`src/design/option_word_pkg.sv`:
```
package option_word_pkg;
   // register byte offsets on the AXI4-Lite slave
   localparam int ADDR_W = 5;
   localparam logic [4:0] ADDR_INSTR = 5'h00;
   localparam logic [4:0] ADDR_STATUS = 5'h04;
   localparam logic [4:0] ADDR_CONFIG = 5'h08;
   localparam logic [4:0] ADDR_RETIRED = 5'h0C;
   // option word bit positions
   localparam int OPT_CLK_BIT = 0;
   localparam int OPT_MS_BIT = 1;
   localparam int OPT_HLF_BIT = 2;
   localparam int OPT_VOLTAGE_LEVEL_SELECT_BIT = 3;
   localparam int OPT_WDT_BIT = 4;
   localparam int OPT_TYPE_BIT = 5;
   localparam int OPT_RSV_BIT = 6;
   // instruction issue register layout
   localparam int INSTR_W = 13;
   localparam int SKIP_BIT = 16;
   // status register fields
   localparam int ST_BUSY_BIT = 0;
   localparam int ST_VALID_BIT = 1;
   localparam int ST_FAULT_BIT = 2;
   localparam int ST_CYC_LSB = 4;
   // config register fields
   localparam int CF_LEN4_BIT = 0;
   localparam int CF_MODE_LSB = 1;
   localparam int CF_WDT_BIT = 3;
   localparam int CF_LVL_BIT = 4;
   localparam int CF_PKG_BIT = 5;
   // oscillator mode codes shown in the config register
   localparam logic [1:0] MODE_RC = 2'h0;
   localparam logic [1:0] MODE_LOW = 2'h1;
   localparam logic [1:0] MODE_HIGH = 2'h2;
   // register-file address of the program counter
   localparam logic [5:0] PC_REG_ADDR = 6'h02;
   // fixed opcodes without operand fields
   localparam logic [12:0] OP_RET = 13'h0012;
   localparam logic [12:0] OP_RETURN_FROM_INTERRUPT = 13'h0013;
   localparam logic [12:0] OP_TABLE = 13'h0020;
   localparam logic [12:0] OP_INT = 13'h1E02;
   // instruction cycle counts
   localparam logic [1:0] CYCLES_ONE = 2'h1;
   localparam logic [1:0] CYCLES_TWO = 2'h2;
   // oscillator periods per instruction cycle, as last divider index
   localparam logic [1:0] LAST_PHASE_SHORT = 2'h1;
   localparam logic [1:0] LAST_PHASE_LONG = 2'h3;
   // option capture sequence after reset release
   localparam logic [1:0] LOAD_SAMPLE = 2'h2;
   localparam logic [1:0] LOAD_DONE = 2'h3;
   // bus responses
   localparam logic [1:0] RESP_OKAY = 2'h0;
   localparam logic [1:0] RESP_SLVERR = 2'h2;

   // sequencer states, gray along idle-align-first-second
   typedef enum logic [1:0] {
      SEQ_IDLE = 2'b00,
      SEQ_ALIGN = 2'b01,
      SEQ_FIRST = 2'b11,
      SEQ_SECOND = 2'b10
   } seq_state_type;

   // instruction cycles an instruction occupies
   function automatic logic [1:0] cycle_count(input logic [12:0] ins, input logic skipTrue);
      logic [1:0] n;
      logic toPc;
      n = CYCLES_ONE;
      toPc = (ins[5:0] == PC_REG_ADDR);
      if (ins[12]) begin
         // call, jump, return with literal, software interrupt
         if (!ins[11] || ins[11:8] == 4'hC || ins == OP_INT) begin
            n = CYCLES_TWO;
         end
      end else if (ins == OP_RET || ins == OP_RETURN_FROM_INTERRUPT || ins == OP_TABLE) begin
         n = CYCLES_TWO;
      end else if (ins[11]) begin
         // bit clear/set on the pc, or a bit test whose skip is taken
         if ((!ins[10] && toPc) || (ins[10] && skipTrue)) begin
            n = CYCLES_TWO;
         end
      end else if (ins[6] && toPc) begin
         n = CYCLES_TWO;
      end else if ((ins[10:8] == 3'h5 || ins[10:8] == 3'h7) && ins[7] && skipTrue) begin
         n = CYCLES_TWO;
      end
      return n;
   endfunction : cycle_count
endpackage : option_word_pkg

```
`src/design/cycle_divider.sv`:
```
// splits the oscillator into instruction cycles of two or four periods
module cycle_divider (
   // clock and reset
   input wire logic mclk,
   input wire logic rst_b,
   // control
   input wire logic run,
   input wire logic cycleLen4,
   // one-cycle pulse per instruction cycle
   output logic cycleEnd
);
   import option_word_pkg::*;

   logic [1:0] phase_reg; // oscillator period within the cycle
   logic [1:0] lastPhase; // final period index for this setting

   assign lastPhase = cycleLen4 ? LAST_PHASE_LONG : LAST_PHASE_SHORT; // RL9

   // phase counter, parked at zero until configuration is valid
   always_ff @(posedge mclk or negedge rst_b) begin
      if (!rst_b) begin
         phase_reg <= 2'h0;
      end else if (!run || phase_reg == lastPhase) begin
         phase_reg <= 2'h0;
      end else begin
         phase_reg <= phase_reg + 2'h1;
      end
   end

   // pulse one clock after the last period, so the period is exact
   always_ff @(posedge mclk or negedge rst_b) begin
      if (!rst_b) begin
         cycleEnd <= 1'b0;
      end else begin
         cycleEnd <= run && (phase_reg == lastPhase); // RL13
      end
   end
endmodule : cycle_divider

```
`src/design/option_word_cycle_timing.sv`:
```
// Behaviour
// [RL1] option word unreachable by the running program
// [RL2] bit 6 reserved must be one; bit 7 ignored
// [RL3] bit 5 picks package: one means small
// [RL4] bit 4 low enables the watchdog
// [RL5] bit 3 one selects power-saving voltage level
// [RL6] bit 2 one high crystal, zero low crystal
// [RL7] crystal range counts only in crystal mode
// [RL8] bit 1 zero RC, one crystal
// [RL9] bit 0 sets two or four periods/cycle
// [RL10] instructions are single 13-bit words
// [RL11] writes to pc take two cycles
// [RL12] jumps, calls, returns, taken skips take two
// [RL13] counter clock is osc/4 or osc/2
// [RL14] any bit of any register is bit-addressable
// [RL15] port registers decode like general registers
// [RL16] option captured at reset, then held constant
//
// The AXI4-Lite register port and the register addresses were left to the implementer.
module option_word_cycle_timing (
   // clock and reset
   input wire logic mclk,
   input wire logic rst_b,
   // option word from the one-time fuses
   input wire logic [7:0] optionWord,
   // axi4-lite write address
   input wire logic awvalid,
   output logic awready,
   input wire logic [option_word_pkg::ADDR_W-1:0] awaddr,
   // axi4-lite write data
   input wire logic wvalid,
   output logic wready,
   input wire logic [31:0] wdata,
   input wire logic [3:0] wstrb,
   // axi4-lite write response
   output logic bvalid,
   input wire logic bready,
   output logic [1:0] bresp,
   // axi4-lite read address
   input wire logic arvalid,
   output logic arready,
   input wire logic [option_word_pkg::ADDR_W-1:0] araddr,
   // axi4-lite read data
   output logic rvalid,
   input wire logic rready,
   output logic [31:0] rdata,
   output logic [1:0] rresp,
   // decoded configuration
   output logic configValid,
   output logic optionFault,
   output logic watchdogOn,
   output logic voltageLevelSelect,
   output logic packageSmall,
   output logic externalRcMode,
   output logic highCrystalMode,
   output logic lowCrystalMode,
   output logic cycleLen4,
   // real-time counter clock pulse
   output logic counterTick
);
   import option_word_pkg::*;

   // option word capture
   logic [7:0] optSync1_reg; // first sync stage, read only by the second
   logic [7:0] optSync2_reg; // settled copy of the fuse outputs
   logic [1:0] loadCnt_reg; // steps through capture after reset
   logic [1:0] modeCode; // mode as shown to software

   // bus slave state
   logic awHeld_reg; // write address taken, waiting for data
   logic [ADDR_W-1:0] awAddr_reg;
   logic wHeld_reg; // write data taken, waiting for address
   logic [31:0] wData_reg;
   logic [3:0] wStrb_reg;
   logic doWrite; // both halves present, response not yet out
   logic issueOk; // the write starts an instruction
   logic [31:0] readWord; // read mux output

   // sequencer state
   seq_state_type state_reg;
   logic [INSTR_W-1:0] instr_reg; // last issued instruction word
   logic skipTrue_reg; // skip outcome supplied with it
   logic [1:0] need_reg; // instruction cycles it occupies
   logic [1:0] lastCycles_reg; // cycles the last instruction took
   logic [15:0] retired_reg; // completed instruction count
   logic seqDone; // last cycle of an instruction ends now

   // two-stage synchroniser; the fuses settle asynchronously
   always_ff @(posedge mclk or negedge rst_b) begin
      if (!rst_b) begin
         optSync1_reg <= 8'h00;
         optSync2_reg <= 8'h00;
      end else begin
         optSync1_reg <= optionWord;
         optSync2_reg <= optSync1_reg;
      end
   end

   // capture sequencer: sample once after release, then stop
   always_ff @(posedge mclk or negedge rst_b) begin
      if (!rst_b) begin
         loadCnt_reg <= 2'h0;
      end else if (loadCnt_reg != LOAD_DONE) begin
         loadCnt_reg <= loadCnt_reg + 2'h1; // RL16
      end
   end

   // decoded configuration latches, written only at the sample step;
   // bit 7 has no consumer at all
   always_ff @(posedge mclk or negedge rst_b) begin
      if (!rst_b) begin
         configValid <= 1'b0;
         optionFault <= 1'b0;
         watchdogOn <= 1'b0;
         voltageLevelSelect <= 1'b0;
         packageSmall <= 1'b0;
         externalRcMode <= 1'b0;
         highCrystalMode <= 1'b0;
         lowCrystalMode <= 1'b0;
         cycleLen4 <= 1'b0;
      end else if (loadCnt_reg == LOAD_SAMPLE) begin // RL16
         configValid <= 1'b1;
         // reserved bit low, or range set in RC mode, is a bad fuse image
         optionFault <= !optSync2_reg[OPT_RSV_BIT]
            || (!optSync2_reg[OPT_MS_BIT] && optSync2_reg[OPT_HLF_BIT]); // RL2 RL7
         watchdogOn <= !optSync2_reg[OPT_WDT_BIT]; // RL4
         voltageLevelSelect <= optSync2_reg[OPT_VOLTAGE_LEVEL_SELECT_BIT]; // RL5
         packageSmall <= optSync2_reg[OPT_TYPE_BIT]; // RL3
         externalRcMode <= !optSync2_reg[OPT_MS_BIT]; // RL8
         // range only matters once crystal operation is chosen
         highCrystalMode <= optSync2_reg[OPT_MS_BIT] && optSync2_reg[OPT_HLF_BIT]; // RL6 RL7
         lowCrystalMode <= optSync2_reg[OPT_MS_BIT] && !optSync2_reg[OPT_HLF_BIT]; // RL6 RL7
         cycleLen4 <= optSync2_reg[OPT_CLK_BIT]; // RL9
      end
   end

   // instruction cycle and counter clock from the oscillator
   cycle_divider divider (
      .mclk(mclk),
      .rst_b(rst_b),
      .run(configValid),
      .cycleLen4(cycleLen4),
      .cycleEnd(counterTick)
   );

   // write address channel
   always_ff @(posedge mclk or negedge rst_b) begin
      if (!rst_b) begin
         awready <= 1'b0;
         awHeld_reg <= 1'b0;
         awAddr_reg <= '0;
      end else if (awvalid && awready) begin
         awready <= 1'b0;
         awHeld_reg <= 1'b1;
         awAddr_reg <= awaddr;
      end else if (bvalid && bready) begin
         awready <= 1'b1;
         awHeld_reg <= 1'b0;
      end else if (!awHeld_reg && !bvalid) begin
         awready <= 1'b1;
      end
   end

   // write data channel, independent of the address channel
   always_ff @(posedge mclk or negedge rst_b) begin
      if (!rst_b) begin
         wready <= 1'b0;
         wHeld_reg <= 1'b0;
         wData_reg <= 32'h0000_0000;
         wStrb_reg <= 4'h0;
      end else if (wvalid && wready) begin
         wready <= 1'b0;
         wHeld_reg <= 1'b1;
         wData_reg <= wdata;
         wStrb_reg <= wstrb;
      end else if (bvalid && bready) begin
         wready <= 1'b1;
         wHeld_reg <= 1'b0;
      end else if (!wHeld_reg && !bvalid) begin
         wready <= 1'b1;
      end
   end

   assign doWrite = awHeld_reg && wHeld_reg && !bvalid;
   // an issue needs lanes 0..2, a valid config and an idle sequencer
   assign issueOk = doWrite && awAddr_reg == ADDR_INSTR && wStrb_reg[2:0] == 3'h7
      && configValid && state_reg == SEQ_IDLE;

   // write response; the option word has no writable address at all
   always_ff @(posedge mclk or negedge rst_b) begin
      if (!rst_b) begin
         bvalid <= 1'b0;
         bresp <= RESP_OKAY;
      end else if (doWrite) begin
         bvalid <= 1'b1;
         bresp <= issueOk ? RESP_OKAY : RESP_SLVERR; // RL1
      end else if (bvalid && bready) begin
         bvalid <= 1'b0;
      end
   end

   // read mux; only decoded state is visible, never the raw word
   always_comb begin
      readWord = 32'h0000_0000;
      case (araddr)
         ADDR_INSTR: begin
            readWord[INSTR_W-1:0] = instr_reg;
            readWord[SKIP_BIT] = skipTrue_reg;
         end
         ADDR_STATUS: begin
            readWord[ST_BUSY_BIT] = state_reg != SEQ_IDLE;
            readWord[ST_VALID_BIT] = configValid;
            readWord[ST_FAULT_BIT] = optionFault;
            readWord[ST_CYC_LSB +: 2] = lastCycles_reg;
         end
         ADDR_CONFIG: begin // RL1
            readWord[CF_LEN4_BIT] = cycleLen4;
            readWord[CF_MODE_LSB +: 2] = modeCode;
            readWord[CF_WDT_BIT] = watchdogOn;
            readWord[CF_LVL_BIT] = voltageLevelSelect;
            readWord[CF_PKG_BIT] = packageSmall;
         end
         ADDR_RETIRED: begin
            readWord[15:0] = retired_reg;
         end
         default: begin
            readWord = 32'h0000_0000;
         end
      endcase
   end

   assign modeCode = highCrystalMode ? MODE_HIGH : (lowCrystalMode ? MODE_LOW : MODE_RC);

   // read channel, one cycle from address to data
   always_ff @(posedge mclk or negedge rst_b) begin
      if (!rst_b) begin
         arready <= 1'b0;
         rvalid <= 1'b0;
         rdata <= 32'h0000_0000;
         rresp <= RESP_OKAY;
      end else if (arvalid && arready) begin
         arready <= 1'b0;
         rvalid <= 1'b1;
         rdata <= readWord;
         rresp <= (araddr[1:0] == 2'h0 && araddr <= ADDR_RETIRED) ? RESP_OKAY : RESP_SLVERR;
      end else if (rvalid && rready) begin
         rvalid <= 1'b0;
         arready <= 1'b1;
      end else if (!rvalid) begin
         arready <= 1'b1;
      end
   end

   // issued instruction; the 6-bit register field is decoded the same
   // for ports, the pc and general registers, so bit ops reach all
   always_ff @(posedge mclk or negedge rst_b) begin
      if (!rst_b) begin
         instr_reg <= 13'h0000;
         skipTrue_reg <= 1'b0;
         need_reg <= CYCLES_ONE;
      end else if (issueOk) begin
         instr_reg <= wData_reg[INSTR_W-1:0]; // RL10
         skipTrue_reg <= wData_reg[SKIP_BIT];
         need_reg <= cycle_count(wData_reg[INSTR_W-1:0], wData_reg[SKIP_BIT]); // RL14 RL15
      end
   end

   assign seqDone = counterTick && ((state_reg == SEQ_FIRST && need_reg == CYCLES_ONE)
      || state_reg == SEQ_SECOND);

   // sequencer; an instruction starts on the next cycle boundary
   always_ff @(posedge mclk or negedge rst_b) begin
      if (!rst_b) begin
         state_reg <= SEQ_IDLE;
      end else begin
         case (state_reg)
            SEQ_IDLE: begin
               if (issueOk) begin
                  state_reg <= SEQ_ALIGN;
               end
            end
            SEQ_ALIGN: begin
               if (counterTick) begin
                  state_reg <= SEQ_FIRST;
               end
            end
            SEQ_FIRST: begin
               if (counterTick) begin
                  // pc writes, branches and taken skips hold a second cycle
                  state_reg <= (need_reg == CYCLES_TWO) ? SEQ_SECOND : SEQ_IDLE; // RL11 RL12
               end
            end
            SEQ_SECOND: begin
               if (counterTick) begin
                  state_reg <= SEQ_IDLE;
               end
            end
            default: begin
               state_reg <= SEQ_IDLE;
            end
         endcase
      end
   end

   // completion bookkeeping
   always_ff @(posedge mclk or negedge rst_b) begin
      if (!rst_b) begin
         lastCycles_reg <= 2'h0;
         retired_reg <= 16'h0000;
      end else if (seqDone) begin
         lastCycles_reg <= need_reg;
         retired_reg <= retired_reg + 16'h0001;
      end
   end

   // checks on configuration capture, counter clock, instruction cycle counts and bus writes
   a_cfg_held: assert property (@(posedge mclk) disable iff (!rst_b) // RL16
      $past(configValid) |-> $stable({watchdogOn, voltageLevelSelect, packageSmall,
         externalRcMode, highCrystalMode, lowCrystalMode, cycleLen4}))
      else $error("configuration changed after capture");
   a_rsv_fault: assert property (@(posedge mclk) disable iff (!rst_b) // RL2
      loadCnt_reg == LOAD_SAMPLE && !optSync2_reg[OPT_RSV_BIT] |=> optionFault)
      else $error("reserved bit low not flagged");
   a_pkg_sel: assert property (@(posedge mclk) disable iff (!rst_b) // RL3
      loadCnt_reg == LOAD_SAMPLE |=> packageSmall == $past(optSync2_reg[OPT_TYPE_BIT]))
      else $error("package select wrong");
   a_wdt_low: assert property (@(posedge mclk) disable iff (!rst_b) // RL4
      loadCnt_reg == LOAD_SAMPLE |=> watchdogOn != $past(optSync2_reg[OPT_WDT_BIT]))
      else $error("watchdog enable polarity wrong");
   a_lvl_sel: assert property (@(posedge mclk) disable iff (!rst_b) // RL5
      loadCnt_reg == LOAD_SAMPLE |=> voltageLevelSelect == $past(optSync2_reg[OPT_VOLTAGE_LEVEL_SELECT_BIT]))
      else $error("voltage level wrong");
   a_osc_mode: assert property (@(posedge mclk) disable iff (!rst_b) // RL6 RL7 RL8
      configValid |-> $onehot({externalRcMode, highCrystalMode, lowCrystalMode}))
      else $error("oscillator mode not one-hot");
   a_rc_range: assert property (@(posedge mclk) disable iff (!rst_b) // RL7
      loadCnt_reg == LOAD_SAMPLE && !optSync2_reg[OPT_MS_BIT] |=> externalRcMode
         && !highCrystalMode && optionFault == ($past(optSync2_reg[OPT_HLF_BIT])
         || !$past(optSync2_reg[OPT_RSV_BIT])))
      else $error("crystal range leaked into RC mode");
   a_tick_four: assert property (@(posedge mclk) disable iff (!rst_b) // RL13 RL9
      counterTick && cycleLen4 |=> !counterTick [*3] ##1 counterTick)
      else $error("counter clock not osc/4");
   a_tick_two: assert property (@(posedge mclk) disable iff (!rst_b) // RL13 RL9
      counterTick && !cycleLen4 |=> !counterTick ##1 counterTick)
      else $error("counter clock not osc/2");
   a_pc_len: assert property (@(posedge mclk) disable iff (!rst_b) // RL11 RL12
      seqDone |=> lastCycles_reg == cycle_count(instr_reg, skipTrue_reg))
      else $error("instruction length wrong");
   a_cfg_ro: assert property (@(posedge mclk) disable iff (!rst_b) // RL1
      doWrite && awAddr_reg != ADDR_INSTR |=> bvalid && bresp == RESP_SLVERR)
      else $error("write outside issue register accepted");

   c_two_cycle: cover property (@(posedge mclk) disable iff (!rst_b)
      seqDone && need_reg == CYCLES_TWO);
   c_one_cycle: cover property (@(posedge mclk) disable iff (!rst_b)
      seqDone && need_reg == CYCLES_ONE);
   c_long_cycle: cover property (@(posedge mclk) disable iff (!rst_b)
      counterTick && cycleLen4);
   c_busy_refuse: cover property (@(posedge mclk) disable iff (!rst_b)
      doWrite && awAddr_reg == ADDR_INSTR && state_reg != SEQ_IDLE);
endmodule : option_word_cycle_timing

```
`config.mk`:
```
export PLATFORM = sky130hd
export DESIGN_NAME = option_word_cycle_timing
export DESIGN_NICKNAME = d
export VERILOG_FILES = /design/src/design/option_word_pkg.sv /design/src/design/cycle_divider.sv /design/src/design/option_word_cycle_timing.sv
export SDC_FILE = /design/constraint.sdc
export NUM_CORES = 1
export LEC_CHECK = 0
export ABC_AREA = 1
export BUFFER_PORTS_ARGS = -buffer_cell sky130_fd_sc_hd__buf_2
export CAP_MARGIN = 20
export CORE_MARGIN = 3
export CORE_UTILIZATION = 40
export DETAILED_ROUTE_END_ITERATION = 16
export SLEW_MARGIN = 20
export SYNTH_ARGS = -nofsm -noshare
export SYNTH_HDL_FRONTEND = slang
export SYNTH_SLANG_ARGS = --single-unit
```
`constraint.sdc`:
```
create_clock -name mclk -period 3.65 [get_ports mclk]
set_clock_uncertainty 0.2 [all_clocks]
set_input_delay 0.73 -clock mclk [delete_from_list [all_inputs] [get_ports mclk]]
set_output_delay 0.73 -clock mclk [all_outputs]
set_load 0.01 [all_outputs]
```
==> After elaboration in Yosys (flattened, before gate mapping) <==
Cells that the tools add are included.
W data, S select, Z words.
{ "totals": {"in_bits": 61, "out_inout_bits": 51, "register_bits": 117} }
{ "op_classes": {"eq_ne": 25, "add_sub_neg": 3, "order_cmp": 1, "reduce_logical": 56, "muxes": 40} }
{ "ops": {"columns": ["op", "n"], "rows": [
  ["$mux W2", 17],
  ["$eq A13 B5 Y1 const B", 2],
  ["$logic_and A1 B1 Y1", 25],
  ["$mux W1", 17],
  ["$add A16 B1 Y16 const B", 1],
  ["$pmux W2 S4", 2],
  ["$pmux W7 S2", 1],
  ["$eq A13 B13 Y1 const B", 1],
  ["$eq A13 B6 Y1 const B", 1],
  ["$pmux W3 S4", 1],
  ["$eq A5 B4 Y1 const B", 2],
  ["$logic_not A1 Y1", 10],
  ["$logic_not A5 Y1", 2],
  ["$reduce_bool A2 Y1", 5],
  ["$eq A3 B3 Y1 const B", 3],
  ["$logic_or A1 B1 Y1", 9],
  ["$eq A2 B2 Y1 const B", 4],
  ["$eq A6 B2 Y1 const B", 1],
  ["$ne A2 B1 Y1 const B", 3],
  ["$reduce_bool A3 Y1", 2],
  ["$eq A5 B3 Y1 const B", 1],
  ["$le A5 B4 Y1 const B", 1],
  ["$add A2 B1 Y2 const B", 2],
  ["$eq A2 B1 Y1 const B", 2],
  ["other kinds (8)", 10]
]} }

==> Logic depth before layout (Yosys ltp) <==
Gate-level depths: netlist of the first run.
{ "depth": {"depth_word": 9, "ltp_mapped": 10, "depth_no_buf": 10} }

==> Modules after synthesis <==
Synthesis of the first run repeated with hierarchy kept, for this count alone.
{ "unflattened": {"cells_unflattened": 517, "area_unflattened_um2": 4819.6} }
{ "by_module_without_submodules": {"columns": ["module", "instances", "cells_each", "area_per_inst_um2"], "rows": [
  ["option_word_cycle_timing", 1, 503, 4697.0],
  ["cycle_divider", 1, 14, 122.6]
]} }

==> Worst setup path before layout of the first run <==
OpenSTA, ideal clock, no wires.
{ "synth_timing": {"kind": "input port to flip-flop", "start": "input port araddr[4] (netlist bit)", "end": "register rdata[0]", "n_path_buf": 0, "cell_stages": 9, "t_required_ps": 3333, "slack_ps": 1839, "setup_time_ps": 117, "t_arrival_ps": 1494, "cell_sequence": "nor2_1 > nand2_1 > inv_1 > nand3_2 > clkinv_1 > nand2_1 > nand3_1 > nand2_1 > nand2_1"} }
{ "synth_via": {"elab_chain_cells": 2, "elab_cells_between_ends": 5, "cone_classes": "eq/ne (3); mux (1); reduce/logical (1)"} }
{ "synth_rtl": {"columns": ["element", "line_no", "rtl"], "rows": [
  ["start, declared", "option_word_cycle_timing.sv:42", "input wire logic [option_word_pkg::ADDR_W-1:0] araddr,"],
  ["$eq A5 B4 Y1 (tied with other cells)", "option_word_cycle_timing.sv:205", "case (araddr)"],
  ["$pmux W3 S4 *", "option_word_cycle_timing.sv:205", null],
  ["end signal, assigned", "option_word_cycle_timing.sv:244", "rdata <= readWord;"],
  ["end, declared", "option_word_cycle_timing.sv:46", "output logic [31:0] rdata,"]
]} }
Mark *: on every way between the ends. The rest lies on a longest branch, timed or not.
A chain may end at the register's enable or synchronous reset.

==> Final worst setup path of the first run <==
{ "layout_timing": {"start": "register state_reg[0]", "end": "register need_reg[0]"} }
{ "layout_via": {"elab_chain_cells": 2} }
{ "layout_rtl": {"columns": ["element", "line_no", "rtl"], "rows": [
  ["start, declared", "option_word_cycle_timing.sv:80", "seq_state_type state_reg;"],
  ["start signal, assigned", "option_word_cycle_timing.sv:290", "state_reg <= (need_reg == CYCLES_TWO) ? SEQ_SECOND : SEQ_IDLE;"],
  ["$logic_not A2 Y1", "option_word_cycle_timing.sv:187", "&& configValid && state_reg == SEQ_IDLE;"],
  ["$logic_and A1 B1 Y1", "option_word_cycle_timing.sv:187", null],
  ["end signal, assigned", "option_word_cycle_timing.sv:264", "need_reg <= cycle_count(wData_reg[INSTR_W-1:0], wData_reg[SKIP_BIT]);"],
  ["end, declared", "option_word_cycle_timing.sv:83", "logic [1:0] need_reg;"]
]} }
No other way between the ends.

==> impl.org, run 1 <==
** Status
- The run finished with clean final reports.

** Global route
- For met2 alone, demand over resource in global routing was 0.253.
- In the global route stage, met1 resource usage came out at 0.208.
- The first global-routing pass estimated 16.6 mm of wire.
- Pin count of the biggest net entering global routing :: 66
- After global routing, the most crowded layer is met2.
- Overall global routing resource usage :: 0.154
- Number of antenna violations at the first check in global routing :: 0
- Leftover overflow at the end of global routing :: 0
- For met3 alone, demand over resource in global routing was 0.0433.
- Vias in the first global route :: 3,602

** Power and ir drop
- Power spread over the standard cell area amounts to 597 mW/mm2.
- IR analysis of the VDD net gives a maximum drop of around 0.42 mV.
- Lkg Pwr :: approximately 2.8 nW

** Final layout
- Growth of design area from synthesis to finish :: 16.8%
- Share of final-layout standard cells stronger than drive strength 1 :: 0.187
- Number of nets in the layout :: 657
- Footprint of the multi-input gates :: around 0.0017 mm2
- Combined flip-flop and latch cell area :: ~0.0028 mm2
- Fillers :: around 1,100
- At the end of the flow the core is filled with cells to 0.484.
- Number of antenna cells inserted :: 0
- Non-filler cells in the finished layout :: between 700 and 800
- The register with the most flip-flops in the layout has 17 of them.

** Placement
- Placed cell count :: 725
- IO Port Bufs :: between 70 and 80
- Detailed placement finished with a half-perimeter wire length of 7.12 mm.
- Routability-driven placement finished with a final weighted congestion of about 0.85.

** Min path
- The path class of the tightest hold or removal check is flip-flop to flip-flop.

** Worst setup path
- The critical path in this run is classified as flip-flop to flip-flop.
- At the worst endpoint, the required time is 3.72 ns.
- Crit start category :: flip-flop
- Along the worst path, the maximum fanout reaches 31.
- The worst setup path is captured at a flip-flop.
- Data arrives at the worst endpoint at 2.17 ns.

** Drt
- Detailed-routing iteration count for the pre-antenna-repair pass :: 4
- Total number of vias :: approximately 3,600
- Average vias per placed instance :: between 4 and 5
- DRC violation count after routing :: 0
- Once detail routing completed, the nets flagged for antenna violations numbered 0.
- For this block, the initial DRC count from the detailed router was 205.
- In the final routed layout, each cell accounts on average for around 13 um.
- Routed Wire Length :: 9.68 mm

** Timing
- Of the available clock period, the critical path in the final layout requires 0.575.
- Unrepaired setup endpoints after global routing :: false
- Number of setup violations in the final report :: 0
- Based on the critical path, the design can be clocked at up to ~0.48 GHz.
- Slew at the pin with the worst max-slew slack :: ~1.0 ns
- Post-route setup TNS :: 0 ns
- After layout, the minimum clock period comes to 2.10 ns.
- Slew Limit Headroom :: 0.316
- Number of pins exceeding their max-slew limit in the final report :: 0
- On the final layout, the worst hold slack is 0.148 ns.
- Final Hold Violating Endpoints :: 0

** Clocking
- Clock tree buffer depth :: 2
- Number of buffers inserted for hold repair after clock tree synthesis :: 0
- For the worst-skew pair, the clock arrives at the later sink with an insertion delay of ~0.34 ns.
- Clock tree from TritonCTS :: built
- The clock net in this run drives a total of 112 sinks.
- The tree is rooted in a clkbuf_16.
- Clock-pin slew on the worst setup and hold paths :: 0.07 ns
- Number of buffers added by the clock tree synthesis step :: 9
- PostCTS Resize Cnt :: 0
- Number of buffers inserted by post-CTS setup repair :: 0
- CTS H-tree lvls :: 3

** Yosys
- Gate count of the mapped netlist :: roughly 520
- After synthesis the cells add up to roughly 0.0048 mm2.
- Yosys mapped the design onto 35 distinct sky130hd cell types.
- After synthesis the netlist holds a flip-flop and latch count of approximately 110.
- Sequential area share after synthesis :: 0.582
- Dividing the synthesized area by the synthesized cell count gives 9.29 um2.
- The Yosys step of the flow raised 0 warnings.

** Flow run
- Number of max-capacitance violations reported :: 0

** Floorplanning
- Die area :: about 0.013 mm2
- FP Rows :: 39
- ~110 I/O pins were placed.
- Measured along the x axis, the die boundary spans about 120 um.
- Measured along the y axis, the die boundary spans ~120 um.
- Placeable core region :: 0.0116 mm2
- Starting Density :: 0.415
-- report_power, final --
part	internal [W]	total [W]	switching, W
clock	0.000672	0.00111	0.000439
combinational	0.000233	0.000639	0.000406
sequential	0.00146	0.00161	0.000151
-- worst max-delay path: stages (launching register included) --
cell     delay (ns)
dfrtp_1        0.44
nor2_1         0.18
nand3_1        0.09
nor2_1         0.11
nand2_1        0.50
a21oi_1        0.32
nand3_1        0.11
o21ai_0        0.08
-- kinds of logic (layout without fill, tap and decap cells) --
family,count (synthesis),after routing,share of synthesized area
simple gates,216,216,0.195
flops,112,112,0.582
compound gates,90,90,0.101
buf+inv,76,140,0.0735
xor+xnor,15,15,0.0273
mux,5,5,0.0117
fa+ha+maj,3,3,0.00780
other cells,1,17,0.000779
-- layout make-up --
| type | count | area share |
|---|---|---|
| multi-input combinational | 346 | 0.305 |
| timing repair buffer | 76 | 0.0712 |
| sequential | 112 | 0.498 |
| clock buffer | 9 | 0.0400 |
| clock inverter | 7 | 0.0214 |
| tap | 143 | 0.0318 |
| inverter | 48 | 0.0320 |
-- layout by cell type (no fill, tap or decap), types with 4 or more instances in the layout --
master	instances
a21oi_1	36
buf_2	73
clkbuf_16	9
conb_1	17
dfrtp_1	111
inv_1	47
mux2_2	5
nand2_1	119
nand3_1	19
nand4_1	10
nor2_1	49
nor3_1	4
o21ai_0	39
o22ai_1	4
xnor2_1	5
xor2_1	10
-- final timing paths --
kind                                      start         endpoint  slack, ns  cells past startpoint
max in group asynchronous                 rst_b     wData_reg[4]       2.31                      2
worst min-delay path            optSync1_reg[2]  optSync2_reg[2]       0.15                      0
min in group asynchronous                 rst_b     packageSmall       0.19                      1
worst max-delay path               state_reg[0]      need_reg[0]       1.55                      7
worst max register to register     state_reg[0]      need_reg[0]       1.55                      7
worst min register to register  optSync1_reg[2]  optSync2_reg[2]       0.15                      0
-- cell usage after synthesis (all sizes together) --
cell	number	area [um2]
a21oi	37	196
a22oi	1	7.51
a31oi	1	6.26
buf	19	140
clkbuf	9	33.8
clkinv	1	3.75
conb	1	3.75
dfrtp	111	2780
dfstp	1	26.3
ha	3	37.5
inv	47	176
mux2	5	56.3
nand2	124	488
nand3	22	125
nand3b	2	15.0
nand4	10	62.6
nor2	52	213
nor3	5	30.0
o211ai	1	7.51
o21a	3	22.5
o21ai	40	200
o22ai	4	25.0
o31ai	3	22.5
or2	1	6.26
xnor2	5	43.8
xor2	10	87.6
-- metal layers --
metal  share of wire  wire (um)
met1            0.47       4530
met5               0          0
met2            0.47       4580
met4          0.0066         64
met3           0.052        501
-- through the flow --
stage	worst slack, ns	cell area [um2]	total power [W]
global placement	1.25	5280	0.00225
finish	1.55	5630	0.00336
global route	1.30	5630	0.00357
CTS	1.57	5630	0.00340
detailed placement	1.22	5280	0.00228
floorplan	1.84	4870	0.00205
Note: power is estimated with default switching activity, not from simulation.
==> run 2: changes to the inputs <==
==> constraint.sdc (replaced) <==
create_clock -name mclk -period 1.97 [get_ports mclk]
set_clock_uncertainty 0.2 [all_clocks]
set_input_delay 0.394 -clock mclk [delete_from_list [all_inputs] [get_ports mclk]]
set_output_delay 0.394 -clock mclk [all_outputs]
set_load 0.01 [all_outputs]
==> impl.org, run 2 (same netlist as run 1, synthesis figures left out) <==
** Worst setup path
- STA classifies the critical path startpoint as a flip-flop.
- Crit path kind :: flip-flop to flip-flop
- End point of the critical path :: state_reg[1]
- Endpoint required time on the critical path :: 2.06 ns
- Worst r2r dst :: state_reg[1]
- Maximum fanout count along the critical path :: 11
- The worst setup path is captured at a flip-flop.
- Worst setup path startpoint :: state_reg[0]
- The worst register-to-register path begins at state_reg[0].
- For the worst flop-to-flop path, the logic depth is 8.
- Arrival time of the worst setup path :: 1.76 ns
- Setup slack on the worst reg-to-reg path comes out at between 0.2 and 0.3 ns.

** Placement
- Placement Cell Area :: 0.00535 mm2
- Once detailed placement completed, the half-perimeter wirelength came to roughly 7.4 mm.
- Routability-driven placement finished with a final weighted congestion of roughly 0.87.
- IO Port Bufs :: 74
- Once placement completed, the tool counted placed cells totaling between 700 and 800.

** Global route
- Global-route wire length before repair :: about 17 mm
- Vias in the first global route :: ~3,500
- Entering global routing, the biggest net connects 47 pins.
- The number of antenna violations at the first check in global routing is 0.
- After global routing the overflow that remains totals 0.
- For this run, the total global-route usage over all layers was measured as 0.156.

** Drt
- DRC violation count after routing :: 0
- For this block, the initial DRC count from the detailed router was 189.
- Remaining number of nets flagged by the antenna check after routing :: 0
- For this run, the detailed router's first-pass iteration total came to 4.
- After detailed routing, the average wire length per cell comes to between 10 and 15 um.
- Dividing the detail-routed via count by the number of cells gives about 4.8.
- Total number of vias :: ~3,600
- Routed Wire Length :: just under 10 mm

** Clocking
- TritonCTS built the clock tree.
- Clock latency on the worst-skew pair :: around 0.35 ns
- In this run, CTS created clock tree buffers numbering 9.
- Total number of clock tree sinks :: about 110
- After clock tree synthesis, the flow added hold-fix buffers numbering 8.
- Clock tree buffer depth :: 2
- CTS H-tree lvls :: 3
- Number of buffers inserted by post-CTS setup repair :: 0
- PostCTS Resize Cnt :: 0
- Cell at the root of the clock tree :: clkbuf_16
- Clock-pin slew on the worst setup and hold paths :: ~0.070 ns

** Floorplanning
- Overall die width :: roughly 120 um
- FP Rows :: 39
- Die area :: between 0.01 and 0.015 mm2
- Io pins :: 112
- The region available for standard cell placement spans around 0.012 mm2.
- Die Y-Extent :: ~120 um
- Starting Density :: 0.415

** Flow run
- Across the run, the number of max-cap violations was 0.

** Final layout
- Most used cells in the layout excluding fill and tap cells :: nand2_1 (119), dfrtp_1 (111), buf_2 (73)
- 0 antenna diodes ended up in the layout.
- Number of nets in the layout :: approximately 670
- Growth of design area from synthesis to finish :: 18.4%
- Number of flip-flops under the largest register name :: 17
- After the flow finishes, the layout carries non-filler instances totaling around 760.
- The library cell used most frequently in the layout, excluding fill and tap cells, is nand2_1.
- Once layout is complete, the utilization of the core stands at 0.491.
- Area of all placed cells without fillers :: 0.00570 mm2
- Share of final-layout standard cells stronger than drive strength 1 :: 0.191

** Power and ir drop
- Peak VDD IR :: ~0.75 mV
- Summed over all cells, the static leakage comes to about 2.9 nW.
- Pwr per Cell Area :: ~1000 mW/mm2

** Min path
- The min-delay analysis places its worst path in the category primary input to flip-flop.

** Timing
- Final-layout worst hold slack :: around 0.074 ns
- Derived from the worst setup path, the maximum achievable clock frequency is 0.598 GHz.
- The hold violation total from the final report is 0.
- For the finished layout, the period the worst path requires is 1.67 ns.
- Setup violations remaining at the end of the flow were counted as 0.
- Setup repair after global routing left no endpoint under its margin.
- The number of max-slew violations in the final report came to 0.
- Period utilization :: 0.848
- Post-route setup TNS :: 0 ns

** Status
- Outcome :: completed
[run 2: critical path: stages (launching register included)]
cell	delay, ns
dfrtp_1	0.45
nor2_1	0.17
nand3_1	0.09
nor2_1	0.10
nand2_1	0.15
buf_4	0.22
nand2_1	0.08
nand3_1	0.08
nand2_1	0.07
[run 2: how the worst min path moves through the flow]
stage	from	endpoint	slack, ns	depth (start not counted)
after floorplan	rst_b	arready	-0.10	0
after global placement	rst_b	rdata[4]	0.13	1
after detailed placement	optSync1_reg[2]	optSync2_reg[2]	0.13	0
after CTS	awaddr[3]	awAddr_reg[3]	0.06	2
after global routing	wstrb[2]	wStrb_reg[2]	0.07	2
final	awaddr[3]	awAddr_reg[3]	0.07	2
[run 2: metal layers]
layer | part of all wire | GRT usage | vias to the layer above
li1 | - | - | 1818
met3 | 0.053 | 0.0428 | 12
met2 | 0.46 | 0.245 | 78
met1 | 0.48 | 0.213 | 1698
met4 | 0.012 | 0.0487 | 0
met5 | 0 | 0 | -
[run 2: final cells by class]
cell class / count / area, um2
clock buffers: 13 / 250
flip-flops and latches: 112 / 2800
clock inverters: 3 / 17.5
multi-input cells: 346 / 1720
well taps: 143 / 179
inverters: 48 / 180
repair buffers: 92 / 553
fillers: 1129 / 5910
[run 2: through the flow]
stage,setup slack (ns),total power (W)
2_1_floorplan,0.416,0.00380
5_1_grt,0.104,0.00627
4_1_cts,0.282,0.00595
6_report,0.299,0.00588
3_3_place_gp,0.174,0.00420
3_5_place_dp,0.132,0.00425
[run 2: power breakdown]
| part | internal, W | leakage, nW | switching [W] | total (W) |
|---|---|---|---|---|
| Clock | 0.000890 | 0.130 | 0.000786 | 0.00168 |
| Combinational | 0.000464 | 1.37 | 0.000754 | 0.00122 |
| Sequential | 0.00270 | 1.39 | 0.000280 | 0.00298 |
| Total | 0.00406 | 2.88 | 0.00182 | 0.00588 |
==> run 3: changes to the inputs <==
==> constraint.sdc (replaced) <==
create_clock -name mclk -period 1.5 [get_ports mclk]
set_clock_uncertainty 0.2 [all_clocks]
set_input_delay 0.3 -clock mclk [delete_from_list [all_inputs] [get_ports mclk]]
set_output_delay 0.3 -clock mclk [all_outputs]
set_load 0.01 [all_outputs]
==> impl.org, run 3 (same netlist as run 1, synthesis figures left out) <==
** Global route
- Across every metal layer, demand over resource in global routing totals 0.163.
- Met3 global-route usage :: 0.0334
- Global routing met1 resource utilization :: 0.222
- The number of antenna violations at the first check in global routing is 0.
- Global routing finished with a remaining overflow of 0.
- Vias in the first global route :: 3,659
- The first global-routing pass estimated between 15 and 20 mm of wire.
- Pin count of the biggest net entering global routing :: about 70
- Peak-usage layer in the global routing report :: met2
- Met2 demand-to-capacity share in global routing :: 0.264

** Power and ir drop
- Final Total Pwr :: 0.00847 W
- Lkg Pwr :: around 3.2 nW
- Across the VDD grid, the largest voltage drop is around 0.75 mV.
- Pwr per Cell Area :: 1340 mW/mm2

** Clocking
- The tree is rooted in a clkbuf_16.
- Clock latency on the worst-skew pair :: roughly 0.35 ns
- Number of buffers added by the clock tree synthesis step :: 9
- The tree built by TritonCTS fans out to about 110 sinks.
- The H-tree was split into 3 levels.
- TritonCTS built the clock tree.
- Clock-pin slew on the worst setup and hold paths :: 0.07 ns
- Clock tree buffer depth :: 2

** Final layout
- The top cell types in the final layout, fill and taps aside, are nand2_1 (109), dfrtp_1 (109), buf_2 (71).
- From synthesis to final layout, the design area changed by 31.2%.
- Number of antenna cells inserted :: 0
- Number of flip-flops under the largest register name :: 17
- Share of final-layout standard cells stronger than drive strength 1 :: 0.279
- Number of nets in the layout :: just over 700

** Worst setup path
- Arrival time of the worst setup path :: 1.69 ns
- In this run the register-to-register setup slack is -0.12 ns.
- STA classifies the critical path endpoint as a flip-flop.
- The worst setup path is launched from a flip-flop.
- In this run the worst path has a maximum fanout of 4.
- Endpoint required time on the critical path :: 1.57 ns
- Measured in cells, the most critical reg-to-reg path has a length of 7.
- The critical path is of the flip-flop to flip-flop type.

** Drt
- Starting DRT DRC Count :: between 200 and 250
- In the routed design, unresolved DRC markers number 0.
- Detailed-routing iteration count for the pre-antenna-repair pass :: 4
- Detailed-route wire length per cell :: around 13 um
- Average vias per placed instance :: about 4.8
- For this block, the routed nets add up to 10.6 mm of wire.
- Remaining number of nets flagged by the antenna check after routing :: 0
- Total number of vias :: between 3,000 and 4,000

** Timing
- For the final routed database, the setup TNS stands at -1.25 ns.
- In the finished design, the share of the clock period the worst path needs comes to 1.08.
- Number of pins exceeding their max-slew limit in the final report :: 0
- Setup violations remaining at the end of the flow were counted as 27.
- The hold violation total from the final report came to 0.
- After layout, the worst setup slack is -0.121 ns.
- Timing would allow up to 0.617 GHz.
- Unrepaired setup endpoints after global routing :: true
- The smallest clock period supported by the final layout is computed as approximately 1.6 ns.

** Placement
- After legalization and detailed placement, the total HPWL measured approximately 7.6 mm.
- During placement, the flow inserted port buffers numbering 74.
- GPL Wtd Cong :: roughly 0.85

** Floorplanning
- The die is 116 um wide.
- Io pins :: approximately 110
- Placeable core region :: 0.0116 mm2
- The die covers around 0.013 mm2.
- FP Rows :: 39
- For this configuration, the core starts out at a cell density of 0.415.
- The die is between 100 and 150 um tall.

** Flow run
- Number of max-capacitance violations reported :: 0

** Status
- Violated checks :: setup timing
- The flow ran to the end, but the final reports show violations.

** Min path
- The path class of the tightest hold or removal check is primary input to flip-flop.
- Counting instances, the worst hold path has a depth of 3.
run 3: cell type report:
cell class / count / area [um2]
Clock inverter: 6 / 90.1
Inverter: 48 / 183
Timing Repair Buffer: 138 / 987
Fill cell: 1089 / 5300
Multi-Input combinational cell: 346 / 1840
Tap cell: 143 / 179
Clock buffer: 10 / 229
Sequential cell: 112 / 2810
run 3: routing by layer:
metal / wire, um / vias to the layer above
li1: - / 1911
met1: 4910 / 1843
met2: 5100 / 84
met3: 459 / 12
met4: 169 / 0
met5: 0 / -
run 3: repair_timing:
item                                    4_1_cts  5_1_grt
pin swaps                                     5        7
hold buffers                                 20        0
setup buffers                                 2        7
endpoints found under the hold margin       130        0
endpoints found under the setup margin       29       36
resized for setup                            23       44
gates cloned                                  0        1
run 3: through the flow:
| step | hold WS [ns] | utilization | instances | setup slack (ns) | instance area, um2 |
|---|---|---|---|---|---|
| final | 0.00895 | 0.544 | 803 | -0.121 | 6320 |
| after global routing | 0.00272 | 0.544 | 803 | -0.203 | 6320 |
| after CTS | 0.000105 | 0.527 | 795 | -0.112 | 6120 |
| after detailed placement | 0.108 | 0.477 | 757 | -0.144 | 5550 |
| after global placement | 0.113 | 0.477 | 757 | -0.113 | 5550 |
| after floorplan | -0.196 | - | 534 | -0.0541 | 4870 |
run 3: worst max-delay path, stage by stage, from the launching register on:
cell     delay [ns]
dfstp_2        0.56
nand2_4        0.06
a21oi_4        0.17
nand2_4        0.07
nor2_4         0.14
nand2_2        0.09
nor2_2         0.11
xor2_1         0.15
run 3: worst paths after layout:
kind | startpoint | endpoint
min | wdata[6] | wData_reg[6]
max reg2reg | need_reg[0] | retired_reg[10]
max | need_reg[0] | retired_reg[10]
min in group asynchronous | rst_b | rdata[1]
min reg2reg | optSync1_reg[2] | optSync2_reg[2]
max in group asynchronous | rst_b | need_reg[0]
run 3: power breakdown:
group          total (W)  internal (W)  switching [W]
Clock            0.00257       0.00147        0.00109
Combinational    0.00198      0.000837        0.00115
Sequential       0.00392       0.00355       0.000368
Total            0.00847       0.00586        0.00261
